File: src/core/vmc_pkg.sv
// Shared constants, register map and types for the coil driver mode controller.
package vmc_pkg;

  // Register indices on the serial register port.
  localparam logic [7:0] VMC_ADDR_CONTROL = 8'h02;  // Control register.
  localparam logic [7:0] VMC_ADDR_CUR_MSB = 8'h03;  // Coil current, upper bits.
  localparam logic [7:0] VMC_ADDR_CUR_LSB = 8'h04;  // Coil current, lower bits.
  localparam logic [7:0] VMC_ADDR_STATUS  = 8'h05;  // Status register, read only.
  localparam logic [7:0] VMC_ADDR_MODE    = 8'h06;  // Mode register.
  localparam logic [7:0] VMC_ADDR_FREQ    = 8'h07;  // Resonance frequency code.

  // Reset values of the registers.
  localparam logic [7:0] VMC_RST_CONTROL = 8'h02;  // Ringing compensation on by default.
  localparam logic [7:0] VMC_RST_CUR     = 8'h00;  // No coil current.
  localparam logic [7:0] VMC_RST_STATUS  = 8'h00;  // No faults.
  localparam logic [7:0] VMC_RST_MODE    = 8'h00;  // Linear output stage.
  localparam logic [7:0] VMC_RST_FREQ    = 8'h83;  // Resonance frequency code default.

  // Field positions.
  localparam int VMC_CTL_SOFT_RST = 0;  // Soft reset bit in the control register.
  localparam int VMC_CTL_RING_EN  = 1;  // Ringing compensation enable.
  localparam int VMC_MODE_PWM     = 0;  // Output stage in switching mode when set.
  localparam int VMC_ST_OVERTEMP  = 0;  // Status: over-temperature fault.
  localparam int VMC_ST_SHORT     = 1;  // Status: coil short fault.
  localparam int VMC_ST_OPEN      = 2;  // Status: coil open fault.
  localparam int VMC_CUR_LSB_W    = 2;  // Current bits held in the lower register.
  localparam logic [7:0] VMC_CTL_RW_MASK = 8'h02;  // Only the enable bit is stored.
  localparam logic [7:0] VMC_MODE_RW_MASK = 8'h01;  // Only the mode bit is stored.
  localparam logic [7:0] VMC_CUR_LSB_MASK = 8'h03;  // Lower current bits.

  // Timing figures and their cycle counts at the 10 MHz core clock.
  localparam int VMC_CLK_HZ        = 10000000;  // Core clock rate.
  localparam int VMC_SCL_LOW_NS    = 500000;    // Clock-line low time to shut down.
  localparam int VMC_SCL_LOW_CYC   = (VMC_SCL_LOW_NS / 100) * (VMC_CLK_HZ / 10000000);
  localparam int VMC_WAKE_MAX_NS   = 100000;    // Longest wake time to standby.
  localparam int VMC_WAKE_MAX_CYC  = (VMC_WAKE_MAX_NS / 100) * (VMC_CLK_HZ / 10000000);

  // Frequency map: lowest code for each 1 Hz step from the base frequency upward.
  localparam logic [7:0] VMC_FREQ_BASE_HZ = 8'h32;  // Frequency of code zero.
  localparam int         VMC_FREQ_STEPS   = 100;    // Steps up to the top frequency.
  localparam logic [7:0] VMC_FREQ_TAB [0:100] = '{
    8'h00, 8'h07, 8'h0E, 8'h15, 8'h1B, 8'h22, 8'h28, 8'h2E, 8'h34, 8'h3A, 8'h3F,
    8'h44, 8'h49, 8'h4E, 8'h53, 8'h58, 8'h5C, 8'h60, 8'h65, 8'h69, 8'h6D, 8'h71,
    8'h74, 8'h78, 8'h7C, 8'h7F, 8'h82, 8'h86, 8'h89, 8'h8C, 8'h8F, 8'h92, 8'h95,
    8'h98, 8'h9A, 8'h9D, 8'hA0, 8'hA2, 8'hA5, 8'hA7, 8'hAA, 8'hAC, 8'hAE, 8'hB1,
    8'hB3, 8'hB5, 8'hB7, 8'hB9, 8'hBB, 8'hBD, 8'hBF, 8'hC1, 8'hC3, 8'hC5, 8'hC6,
    8'hC8, 8'hCA, 8'hCC, 8'hCD, 8'hCF, 8'hD0, 8'hD2, 8'hD4, 8'hD5, 8'hD7, 8'hD8,
    8'hD9, 8'hDB, 8'hDC, 8'hDE, 8'hDF, 8'hE0, 8'hE2, 8'hE3, 8'hE4, 8'hE5, 8'hE7,
    8'hE8, 8'hE9, 8'hEA, 8'hEB, 8'hEC, 8'hEE, 8'hEF, 8'hF0, 8'hF1, 8'hF2, 8'hF3,
    8'hF4, 8'hF5, 8'hF6, 8'hF7, 8'hF8, 8'hF9, 8'hFA, 8'hFB, 8'hFB, 8'hFC, 8'hFD,
    8'hFE, 8'hFF
  };

  // Operating modes of the driver.
  typedef enum logic [1:0] {
    VMC_SHUTDOWN,
    VMC_STANDBY,
    VMC_ACTIVE
  } vmc_mode_type;

endpackage : vmc_pkg
File: src/core/vmc_freq_map.sv
// Maps the resonance frequency code onto the resonance frequency in hertz.
`timescale 1ns/10ps
module vmc_freq_map (
  input  wire logic [7:0] freq_code,
  output logic      [7:0] freq_hz
);

  // Count the table steps whose lowest code is reached; the table is monotone,
  // so the count is the number of whole 1 Hz steps above the base frequency.
  function automatic logic [7:0] vmc_steps(input logic [7:0] code);
    logic [7:0] n;
    n = 8'h00;
    for (int i = 1; i <= vmc_pkg::VMC_FREQ_STEPS; i++) begin
      if (code >= vmc_pkg::VMC_FREQ_TAB[i]) begin
        n = n + 8'h01;
      end
    end
    return n;
  endfunction : vmc_steps

  assign freq_hz = vmc_pkg::VMC_FREQ_BASE_HZ + vmc_steps(freq_code);

endmodule : vmc_freq_map

File: src/core/vmc_in_sync.sv
// Two-stage synchroniser for a group of asynchronous level inputs.
`timescale 1ns/10ps
module vmc_in_sync #(
  parameter int WIDTH = 1  // Number of independent levels.
) (
  input  wire logic             clk,
  input  wire logic             arst_n,
  input  wire logic [WIDTH-1:0] async_in,
  output logic      [WIDTH-1:0] sync_out
);

  logic [WIDTH-1:0] meta_r;  // First stage; read only by the second stage.

  // Both stages clear to low; each bit is an independent level, so no bus skew matters.
  always_ff @(posedge clk or negedge arst_n) begin
    if (!arst_n) begin
      meta_r   <= '0;
      sync_out <= '0;
    end else begin
      meta_r   <= async_in;
      sync_out <= meta_r;
    end
  end

endmodule : vmc_in_sync

File: src/core/vmc_mode_controller.sv
// Operating-mode controller and register file of the coil current driver.
// Operation
// - Frequency code maps monotonically onto 50-150 Hz.
// - Clock line low 0.5 ms forces shutdown.
// - Shutdown holds while clock line stays low.
// - Clock line rising: standby, registers to defaults.
// - Register writes accepted in standby.
// - Zero coil current keeps or returns standby.
// - Soft reset in active: standby plus defaults.
// - Any fault drops active to standby.
// - Fault entry to standby clears coil current.
// - Nonzero coil current written means active mode.
// - Output stage enabled throughout active mode.
// - Re-entering active after fault clears status.
// - Standby with defaults within 100 us.
// - Soft reset bit clears itself.
`timescale 1ns/10ps
module vmc_mode_controller #(
  parameter int SCL_LOW_CYC = vmc_pkg::VMC_SCL_LOW_CYC  // Low time before shutdown.
) (
  input  wire logic       clk,
  input  wire logic       arst_n,
  input  wire logic       scl_pin,
  input  wire logic       over_temp_fault,
  input  wire logic       coil_short_fault,
  input  wire logic       coil_open_fault,
  input  wire logic       reg_wr_en,
  input  wire logic [7:0] reg_addr,
  input  wire logic [7:0] reg_wr_data,
  output logic      [7:0] reg_rd_data,
  output logic      [1:0] op_mode,
  output logic            drive_enable,
  output logic      [9:0] coil_current_setting,
  output logic      [7:0] resonance_frequency_code,
  output logic      [7:0] resonance_hz,
  output logic            ring_comp_enable,
  output logic            pwm_mode,
  output logic      [2:0] fault_status
);

  localparam int CNT_W = $clog2(SCL_LOW_CYC + 1);  // Width of the low-time counter.

  // Synchronised pin-level inputs.
  logic       scl_s;        // Clock line level in the core domain.
  logic       scl_d_r;      // Clock line level one cycle earlier.
  logic [2:0] fault_s;      // Synchronised fault levels.

  // Mode machine and registers.
  vmc_pkg::vmc_mode_type mode_r;    // Present operating mode.
  vmc_pkg::vmc_mode_type mode_nxt;  // Next operating mode.
  logic [CNT_W-1:0]      low_cnt_r;        // Cycles the clock line has been low.
  logic [CNT_W-1:0]      low_cnt_nxt;      // Next low-time count.
  logic [7:0]            ctl_r;            // Stored control bits.
  logic [7:0]            cur_msb_r;        // Upper coil current bits.
  logic [7:0]            cur_lsb_r;        // Lower coil current bits.
  logic [7:0]            mode_reg_r;       // Stored mode register.
  logic [7:0]            freq_r;           // Resonance frequency code.
  logic [2:0]            status_r;         // Sticky fault flags.
  logic                  fault_seen_r;     // A fault took the driver out of active.
  logic [7:0]            hz_w;             // Frequency from the lookup.

  // Decoded conditions.
  wire scl_low_long = (low_cnt_r == CNT_W'(SCL_LOW_CYC));  // Low long enough.
  wire scl_rise     = scl_s & ~scl_d_r;                    // Rising clock line.
  wire any_fault    = |fault_s;                            // Any protection fault.
  wire wr_ok        = reg_wr_en & (mode_r != vmc_pkg::VMC_SHUTDOWN);
  wire wr_ctl       = wr_ok & (reg_addr == vmc_pkg::VMC_ADDR_CONTROL);
  wire wr_msb       = wr_ok & (reg_addr == vmc_pkg::VMC_ADDR_CUR_MSB);
  wire wr_lsb       = wr_ok & (reg_addr == vmc_pkg::VMC_ADDR_CUR_LSB);
  wire wr_mode      = wr_ok & (reg_addr == vmc_pkg::VMC_ADDR_MODE);
  wire wr_freq      = wr_ok & (reg_addr == vmc_pkg::VMC_ADDR_FREQ);
  wire soft_rst     = wr_ctl & reg_wr_data[vmc_pkg::VMC_CTL_SOFT_RST];
  // Current as it will stand after this edge, so that a zero write leaves
  // active in the same cycle and the mode never shows active with no current.
  wire cur_zero_nxt = ((wr_msb ? reg_wr_data : cur_msb_r) == 8'h00) &
                      (((wr_lsb ? reg_wr_data : cur_lsb_r) & vmc_pkg::VMC_CUR_LSB_MASK) == 8'h00);
  wire go_shutdown  = scl_low_long & ~scl_s;
  wire fault_trip   = (mode_r == vmc_pkg::VMC_ACTIVE) & any_fault;
  wire load_dflt    = (mode_r == vmc_pkg::VMC_SHUTDOWN) & (mode_nxt == vmc_pkg::VMC_STANDBY);
  wire do_dflt      = load_dflt | soft_rst;
  wire enter_active = (mode_r != vmc_pkg::VMC_ACTIVE) & (mode_nxt == vmc_pkg::VMC_ACTIVE);

  // Register read multiplexer; unused addresses read as zero.
  wire [7:0] rd_mux =
    (reg_addr == vmc_pkg::VMC_ADDR_CONTROL) ? ctl_r :
    (reg_addr == vmc_pkg::VMC_ADDR_CUR_MSB) ? cur_msb_r :
    (reg_addr == vmc_pkg::VMC_ADDR_CUR_LSB) ? cur_lsb_r :
    (reg_addr == vmc_pkg::VMC_ADDR_STATUS)  ? {5'h00, status_r} :
    (reg_addr == vmc_pkg::VMC_ADDR_MODE)    ? mode_reg_r :
    (reg_addr == vmc_pkg::VMC_ADDR_FREQ)    ? freq_r : 8'h00;

  // The clock line and the fault pins arrive from outside the core domain.
  vmc_in_sync #(
    .WIDTH (4)
  ) u_sync (
    .clk      (clk),
    .arst_n   (arst_n),
    .async_in ({scl_pin, coil_open_fault, coil_short_fault, over_temp_fault}),
    .sync_out ({scl_s, fault_s})
  );

  // Frequency lookup from the stored code.
  vmc_freq_map u_map (
    .freq_code (freq_r),
    .freq_hz   (hz_w)
  );

  // Low-time counter saturates so a long low keeps shutdown asserted.
  always_comb begin
    if (scl_s) begin
      low_cnt_nxt = '0;
    end else if (scl_low_long) begin
      low_cnt_nxt = low_cnt_r;
    end else begin
      low_cnt_nxt = low_cnt_r + CNT_W'(1);
    end
  end

  // Mode transitions; the clock-line shutdown outranks every other cause.
  always_comb begin
    mode_nxt = mode_r;
    case (mode_r)
      vmc_pkg::VMC_SHUTDOWN: begin
        // Stay while the line is low; leave on its rise, one cycle later.
        if (scl_rise) begin
          mode_nxt = vmc_pkg::VMC_STANDBY;
        end
      end
      vmc_pkg::VMC_STANDBY: begin
        if (go_shutdown) begin
          mode_nxt = vmc_pkg::VMC_SHUTDOWN;
        end else if (!cur_zero_nxt && !soft_rst) begin
          mode_nxt = vmc_pkg::VMC_ACTIVE;
        end
      end
      vmc_pkg::VMC_ACTIVE: begin
        if (go_shutdown) begin
          mode_nxt = vmc_pkg::VMC_SHUTDOWN;
        end else if (soft_rst || any_fault || cur_zero_nxt) begin
          mode_nxt = vmc_pkg::VMC_STANDBY;
        end
      end
      default: begin
        mode_nxt = vmc_pkg::VMC_SHUTDOWN;
      end
    endcase
  end

  // Mode, low-time counter and the clock-line history.
  always_ff @(posedge clk or negedge arst_n) begin
    if (!arst_n) begin
      mode_r    <= vmc_pkg::VMC_SHUTDOWN;
      low_cnt_r <= '0;
      scl_d_r   <= 1'b0;
    end else begin
      mode_r    <= mode_nxt;
      low_cnt_r <= low_cnt_nxt;
      scl_d_r   <= scl_s;
    end
  end

  // Control, mode and frequency registers; the soft reset bit is never stored.
  always_ff @(posedge clk or negedge arst_n) begin
    if (!arst_n) begin
      ctl_r      <= vmc_pkg::VMC_RST_CONTROL;
      mode_reg_r <= vmc_pkg::VMC_RST_MODE;
      freq_r     <= vmc_pkg::VMC_RST_FREQ;
    end else if (do_dflt) begin
      ctl_r      <= vmc_pkg::VMC_RST_CONTROL;
      mode_reg_r <= vmc_pkg::VMC_RST_MODE;
      freq_r     <= vmc_pkg::VMC_RST_FREQ;
    end else begin
      if (wr_ctl) begin
        ctl_r <= reg_wr_data & vmc_pkg::VMC_CTL_RW_MASK;
      end
      if (wr_mode) begin
        mode_reg_r <= reg_wr_data & vmc_pkg::VMC_MODE_RW_MASK;
      end
      if (wr_freq) begin
        freq_r <= reg_wr_data;
      end
    end
  end

  // Coil current; a fault trip clears it, and a write in the same cycle loses.
  always_ff @(posedge clk or negedge arst_n) begin
    if (!arst_n) begin
      cur_msb_r <= vmc_pkg::VMC_RST_CUR;
      cur_lsb_r <= vmc_pkg::VMC_RST_CUR;
    end else if (do_dflt || fault_trip) begin
      cur_msb_r <= vmc_pkg::VMC_RST_CUR;
      cur_lsb_r <= vmc_pkg::VMC_RST_CUR;
    end else begin
      if (wr_msb) begin
        cur_msb_r <= reg_wr_data;
      end
      if (wr_lsb) begin
        cur_lsb_r <= reg_wr_data & vmc_pkg::VMC_CUR_LSB_MASK;
      end
    end
  end

  // Sticky fault flags: a new fault always wins over the automatic clear.
  always_ff @(posedge clk or negedge arst_n) begin
    if (!arst_n) begin
      status_r     <= vmc_pkg::VMC_RST_STATUS[2:0];
      fault_seen_r <= 1'b0;
    end else begin
      if (fault_trip) begin
        status_r     <= status_r | fault_s;
        fault_seen_r <= 1'b1;
      end else if (load_dflt || (enter_active && fault_seen_r)) begin
        status_r     <= vmc_pkg::VMC_RST_STATUS[2:0];
        fault_seen_r <= 1'b0;
      end
    end
  end

  // Registered outputs; the output stage follows the next mode so that it is
  // on in exactly the cycles in which the mode output shows active.
  always_ff @(posedge clk or negedge arst_n) begin
    if (!arst_n) begin
      drive_enable <= 1'b0;
      op_mode      <= 2'h0;
      reg_rd_data  <= 8'h00;
      resonance_hz <= 8'h00;
    end else begin
      drive_enable <= (mode_nxt == vmc_pkg::VMC_ACTIVE);
      op_mode      <= mode_nxt;
      reg_rd_data  <= rd_mux;
      resonance_hz <= hz_w;
    end
  end

  // Plain register views are already flip-flop outputs.
  assign coil_current_setting     = {cur_msb_r, cur_lsb_r[vmc_pkg::VMC_CUR_LSB_W-1:0]};
  assign resonance_frequency_code = freq_r;
  assign ring_comp_enable         = ctl_r[vmc_pkg::VMC_CTL_RING_EN];
  assign pwm_mode                 = mode_reg_r[vmc_pkg::VMC_MODE_PWM];
  assign fault_status             = status_r;

endmodule : vmc_mode_controller

File: config.mk
export PLATFORM = sky130hd
export DESIGN_NAME = vmc_mode_controller
export DESIGN_NICKNAME = d
export VERILOG_FILES = /design/src/core/vmc_pkg.sv /design/src/core/vmc_freq_map.sv /design/src/core/vmc_in_sync.sv /design/src/core/vmc_mode_controller.sv
export SDC_FILE = /design/constraint.sdc
export NUM_CORES = 1
export LEC_CHECK = 0
export ABC_CLOCK_PERIOD_IN_PS = 125700
export BUFFER_PORTS_ARGS = -buffer_cell sky130_fd_sc_hd__buf_2
export CORE_UTILIZATION = 45
export CTS_CLUSTER_SIZE = 24
export DETAILED_ROUTE_END_ITERATION = 16
export HOLD_SLACK_MARGIN = 0.15
export RECOVER_POWER = 100
export SLEW_MARGIN = 20
export SYNTH_ARGS = -nofsm -noshare
export SYNTH_HDL_FRONTEND = slang
export SYNTH_SLANG_ARGS = --single-unit
File: constraint.sdc
create_clock -name clk -period 125.7 [get_ports clk]
set_input_delay 12.57 -clock clk [delete_from_list [all_inputs] [get_ports clk]]
set_output_delay 12.57 -clock clk [all_outputs]
set_load 0.02 [all_outputs]
==> summary.md <==
| Metric | Value |
|---|---|
| First-pass GRT wire length | between 90000 and 100000 um |
| Die X | between 200 and 250 um |
| Multi-input gate area | ~0.019 mm2 |
| Post-synth net total | ~3000 |
| Worst hold start | u_sync.meta_r[1] |
| Final Hold Fails | 0 |
| CTS tree | yes |
| Starting Density | a little under half |
| WL/cell | ~18 um |
| Hpwl dp | a little under 50000 um |
| Max Cap Viol | 9 |
| Clk_skew | around 0.0034 ns |
| Worst r2r dst | resonance_hz[7] |
| Final setup viols | 0 |
| Ys flop type | dfrtp_1 |
| Ranking of synthesized cells by area | xnor2_1, dfrtp_1, xor2_1, nand2_1, ha_1 |
| Sequential element share of the synthesized area | 7.79% |
| Routed wl met2 | between 20000 and 30000 um |
| Overall global routing resource usage | 25.4% |
| Top cells by count, synth | nand2_1, nor2_1, xnor2_1 |
| Initial antenna violation count | 0 |
| FP Rows | between 70 and 80 |
| Post-CTS Hold Fix Bufs | 0 |
| GRT overflow | 0 |
| Worst setup SP type | flop |
| Count of state elements after synthesis | 65 |
| Max-slew violations | roughly 400 |
| Hold-critical path depth | 0 |
| Top Layer Used | met4 |
| Most frequent cell after synthesis | nand2_1 |
| Share of cells above drive strength 1 | between 7 and 8% |
| Core Region | 0.0457 mm2 |
| Maximum fanout along the worst path | 36 |
| Worst path depth | 315 |
| Synth-to-layout area growth | 4.81% |
| Reg2reg start | resonance_frequency_code[1] |
| Area fraction of the dominant cell type after synthesis | between 10% and 20% |
| WL met3 | 2690 um |
| Number of synthesized flops with an enable pin | 0 |
| Num CTS Buffers | 9 |
| WP buf/inv | 15 |
| Number of global-route vias before repair | 19700 |
| # H-tree levels | 3 |
| R2R cell count | between 300 and 400 |
| Vias after detailed routing | roughly 21000 |
| Final Routed Wirelength | 60800 um |
| Asr flop ratio synth | 100% |
| Slowest CP cell | clkbuf_1 |
| Drt pass-1 iters | 5 |
| Inserted Diodes | 0 |
| Final hold slack | approximately 0.35 ns |
| Fmax | 15.5 MHz |
| FF/Latch Area | 0.00163 mm2 |
| Die Ht | ~220 um |
| Hold WC Path Type | reg -> reg |
| Top Family by Delay on Critical Path | adder cells |
| Die area | 0.0474 mm2 |
| Yosys top cell by area | xnor2_1 |
| Worst skew pair latency | around 0.32 ns |
| DRC errors left | 0 |
| Ys Warns | 0 |
| Clk buf depth | 2 |
| Crit path kind | reg -> reg |
| Slew headroom | -90.9% |
| Status | complete, but fails checks |
| Worst Hold End | u_sync.sync_out[1] |
| Routed Antenna Nets | 0 |
| R2r setup slk | roughly 61 ns |
| Min cycle time layout | ~65 ns |
| Element type at the critical path end | flop |
| Final setup TNS | 0 ns |
| Instance count of the mapped netlist | ~2800 |
| Arr. time, crit path | ~65 ns |
| I/O pin total | 65 |
| Avg Vias per Cell | between 5 and 6 |
| CP required | roughly 130 ns |
| Post-CTS Setup Bufs | 0 |
| Initial DRC Count | about 1400 |
| CTS clk-pin slew, worst paths | 0.05 ns |
| Failing checks | max-capacitance violations, max-slew violations |
| Layout fillers | between 4000 and 5000 |
| Pin count of the biggest net entering global routing | 65 |
| Post-CTS sizing | 0 |
| Dpl ws | between 60 and 70 ns |
| RSZ-0062 raised after global routing | no |
| CTS sink cnt | 65 |
| Synth unique cells | about 120 |
| Nets | 2941 |
| Final worst slack | between 60 and 70 ns |
| Root Driver | clkbuf_16 |
| Worst-Margin Slew | between 2 and 3 ns |
| M1 WL | approximately 28000 um |
| Synthesized area | approximately 0.021 mm2 |
| CP peak stage delay | roughly 1.6 ns |
| IO buf count | 64 |
| Most used cell, CP | ha_1 |
| RePlAce Congestion | ~0.94 |
| Syn Area/Cell | 7.45 um2 |
| Fin crit share | about half |
[logic make-up after synthesis]
group	count (synthesis)	share of synthesized area (%)
AO/OA/AOI/OAI	637	19.9
XOR/XNOR	571	30.7
adder cells (fa/ha/maj)	105	6.24
buffers and inverters	169	3.50
flip-flops	65	7.79
multiplexers	96	4.77
AND/OR/NAND/NOR	1168	27.1
[area by class of cell]
class,instances,area share [%]
well taps,600,3.42
clock buffers,11,1.15
repair buffers,87,1.89
clock inverters,5,0.137
inverters,76,1.30
multi-input cells,2577,84.7
flip-flops and latches,65,7.45
[layout by cell type (no fill, tap or decap), types with 47 or more instances in the layout]
cell type	Yosys	layout
a21oi_1	173	173
nor2_1	325	325
xnor3_1	47	47
nor3_1	70	70
o21ai_0	142	145
xor2_1	157	157
inv_1	73	73
mux2i_1	72	72
ha_1	102	102
dfrtp_1	61	59
nand3_1	84	84
xnor2_1	299	299
nand2_1	350	350
[worst register-to-register path: cells and delay by family (launching register included)]
family,cells,cell delay [ns]
multiplexers,19,5.03
adder cells (fa/ha/maj),97,29.20
XOR/XNOR,1,0.41
AND/OR/NAND/NOR,96,10.55
AO/OA/AOI/OAI,87,15.87
flip-flops,1,0.95
buffers and inverters,15,2.52
[metrics by stage]
step	cells	area [um2]	utilization (%)
after floorplan	2811	20900	-
after global placement	3405	21700	47.6
after detailed placement	3405	21700	47.6
after CTS	3421	22000	48.2
after global routing	3421	21900	48.0
final	3421	21900	48.0
[registers in the layout, summed over array words and instances (netlist names)]
| name | count |
|---|---|
| ctl_r | 1 |
| cur_lsb_r | 2 |
| cur_msb_r | 8 |
| drive_enable | 1 |
| fault_seen_r | 1 |
| fault_status | 3 |
| low_cnt_r | 13 |
| mode_reg_r | 1 |
| op_mode | 2 |
| reg_rd_data | 8 |
| resonance_frequency_code | 8 |
| resonance_hz | 8 |
| scl_d_r | 1 |
| u_sync.meta_r | 4 |
| u_sync.sync_out | 4 |
[worst max-delay path by stage]
stage | from | to | slack, ns
2_1_floorplan | resonance_frequency_code[7] | resonance_hz[7] | 69.32
3_3_place_gp | resonance_frequency_code[2] | resonance_hz[7] | 65.48
3_5_place_dp | resonance_frequency_code[2] | resonance_hz[7] | 63.80
4_1_cts | resonance_frequency_code[2] | resonance_hz[7] | 63.62
5_1_grt | resonance_frequency_code[1] | resonance_hz[7] | 56.21
6_report | resonance_frequency_code[1] | resonance_hz[7] | 61.04
[routing by layer]
layer	up-vias	global-route usage (%)
met2	551	43.9
li1	10100	-
met5	-	0
met4	0	6.71
met3	89	2.19
met1	9814	33.6
Power is left out: the tool's default activity adds up to more than one toggle a clock period on the data nets, which glitch-free logic cannot reach.
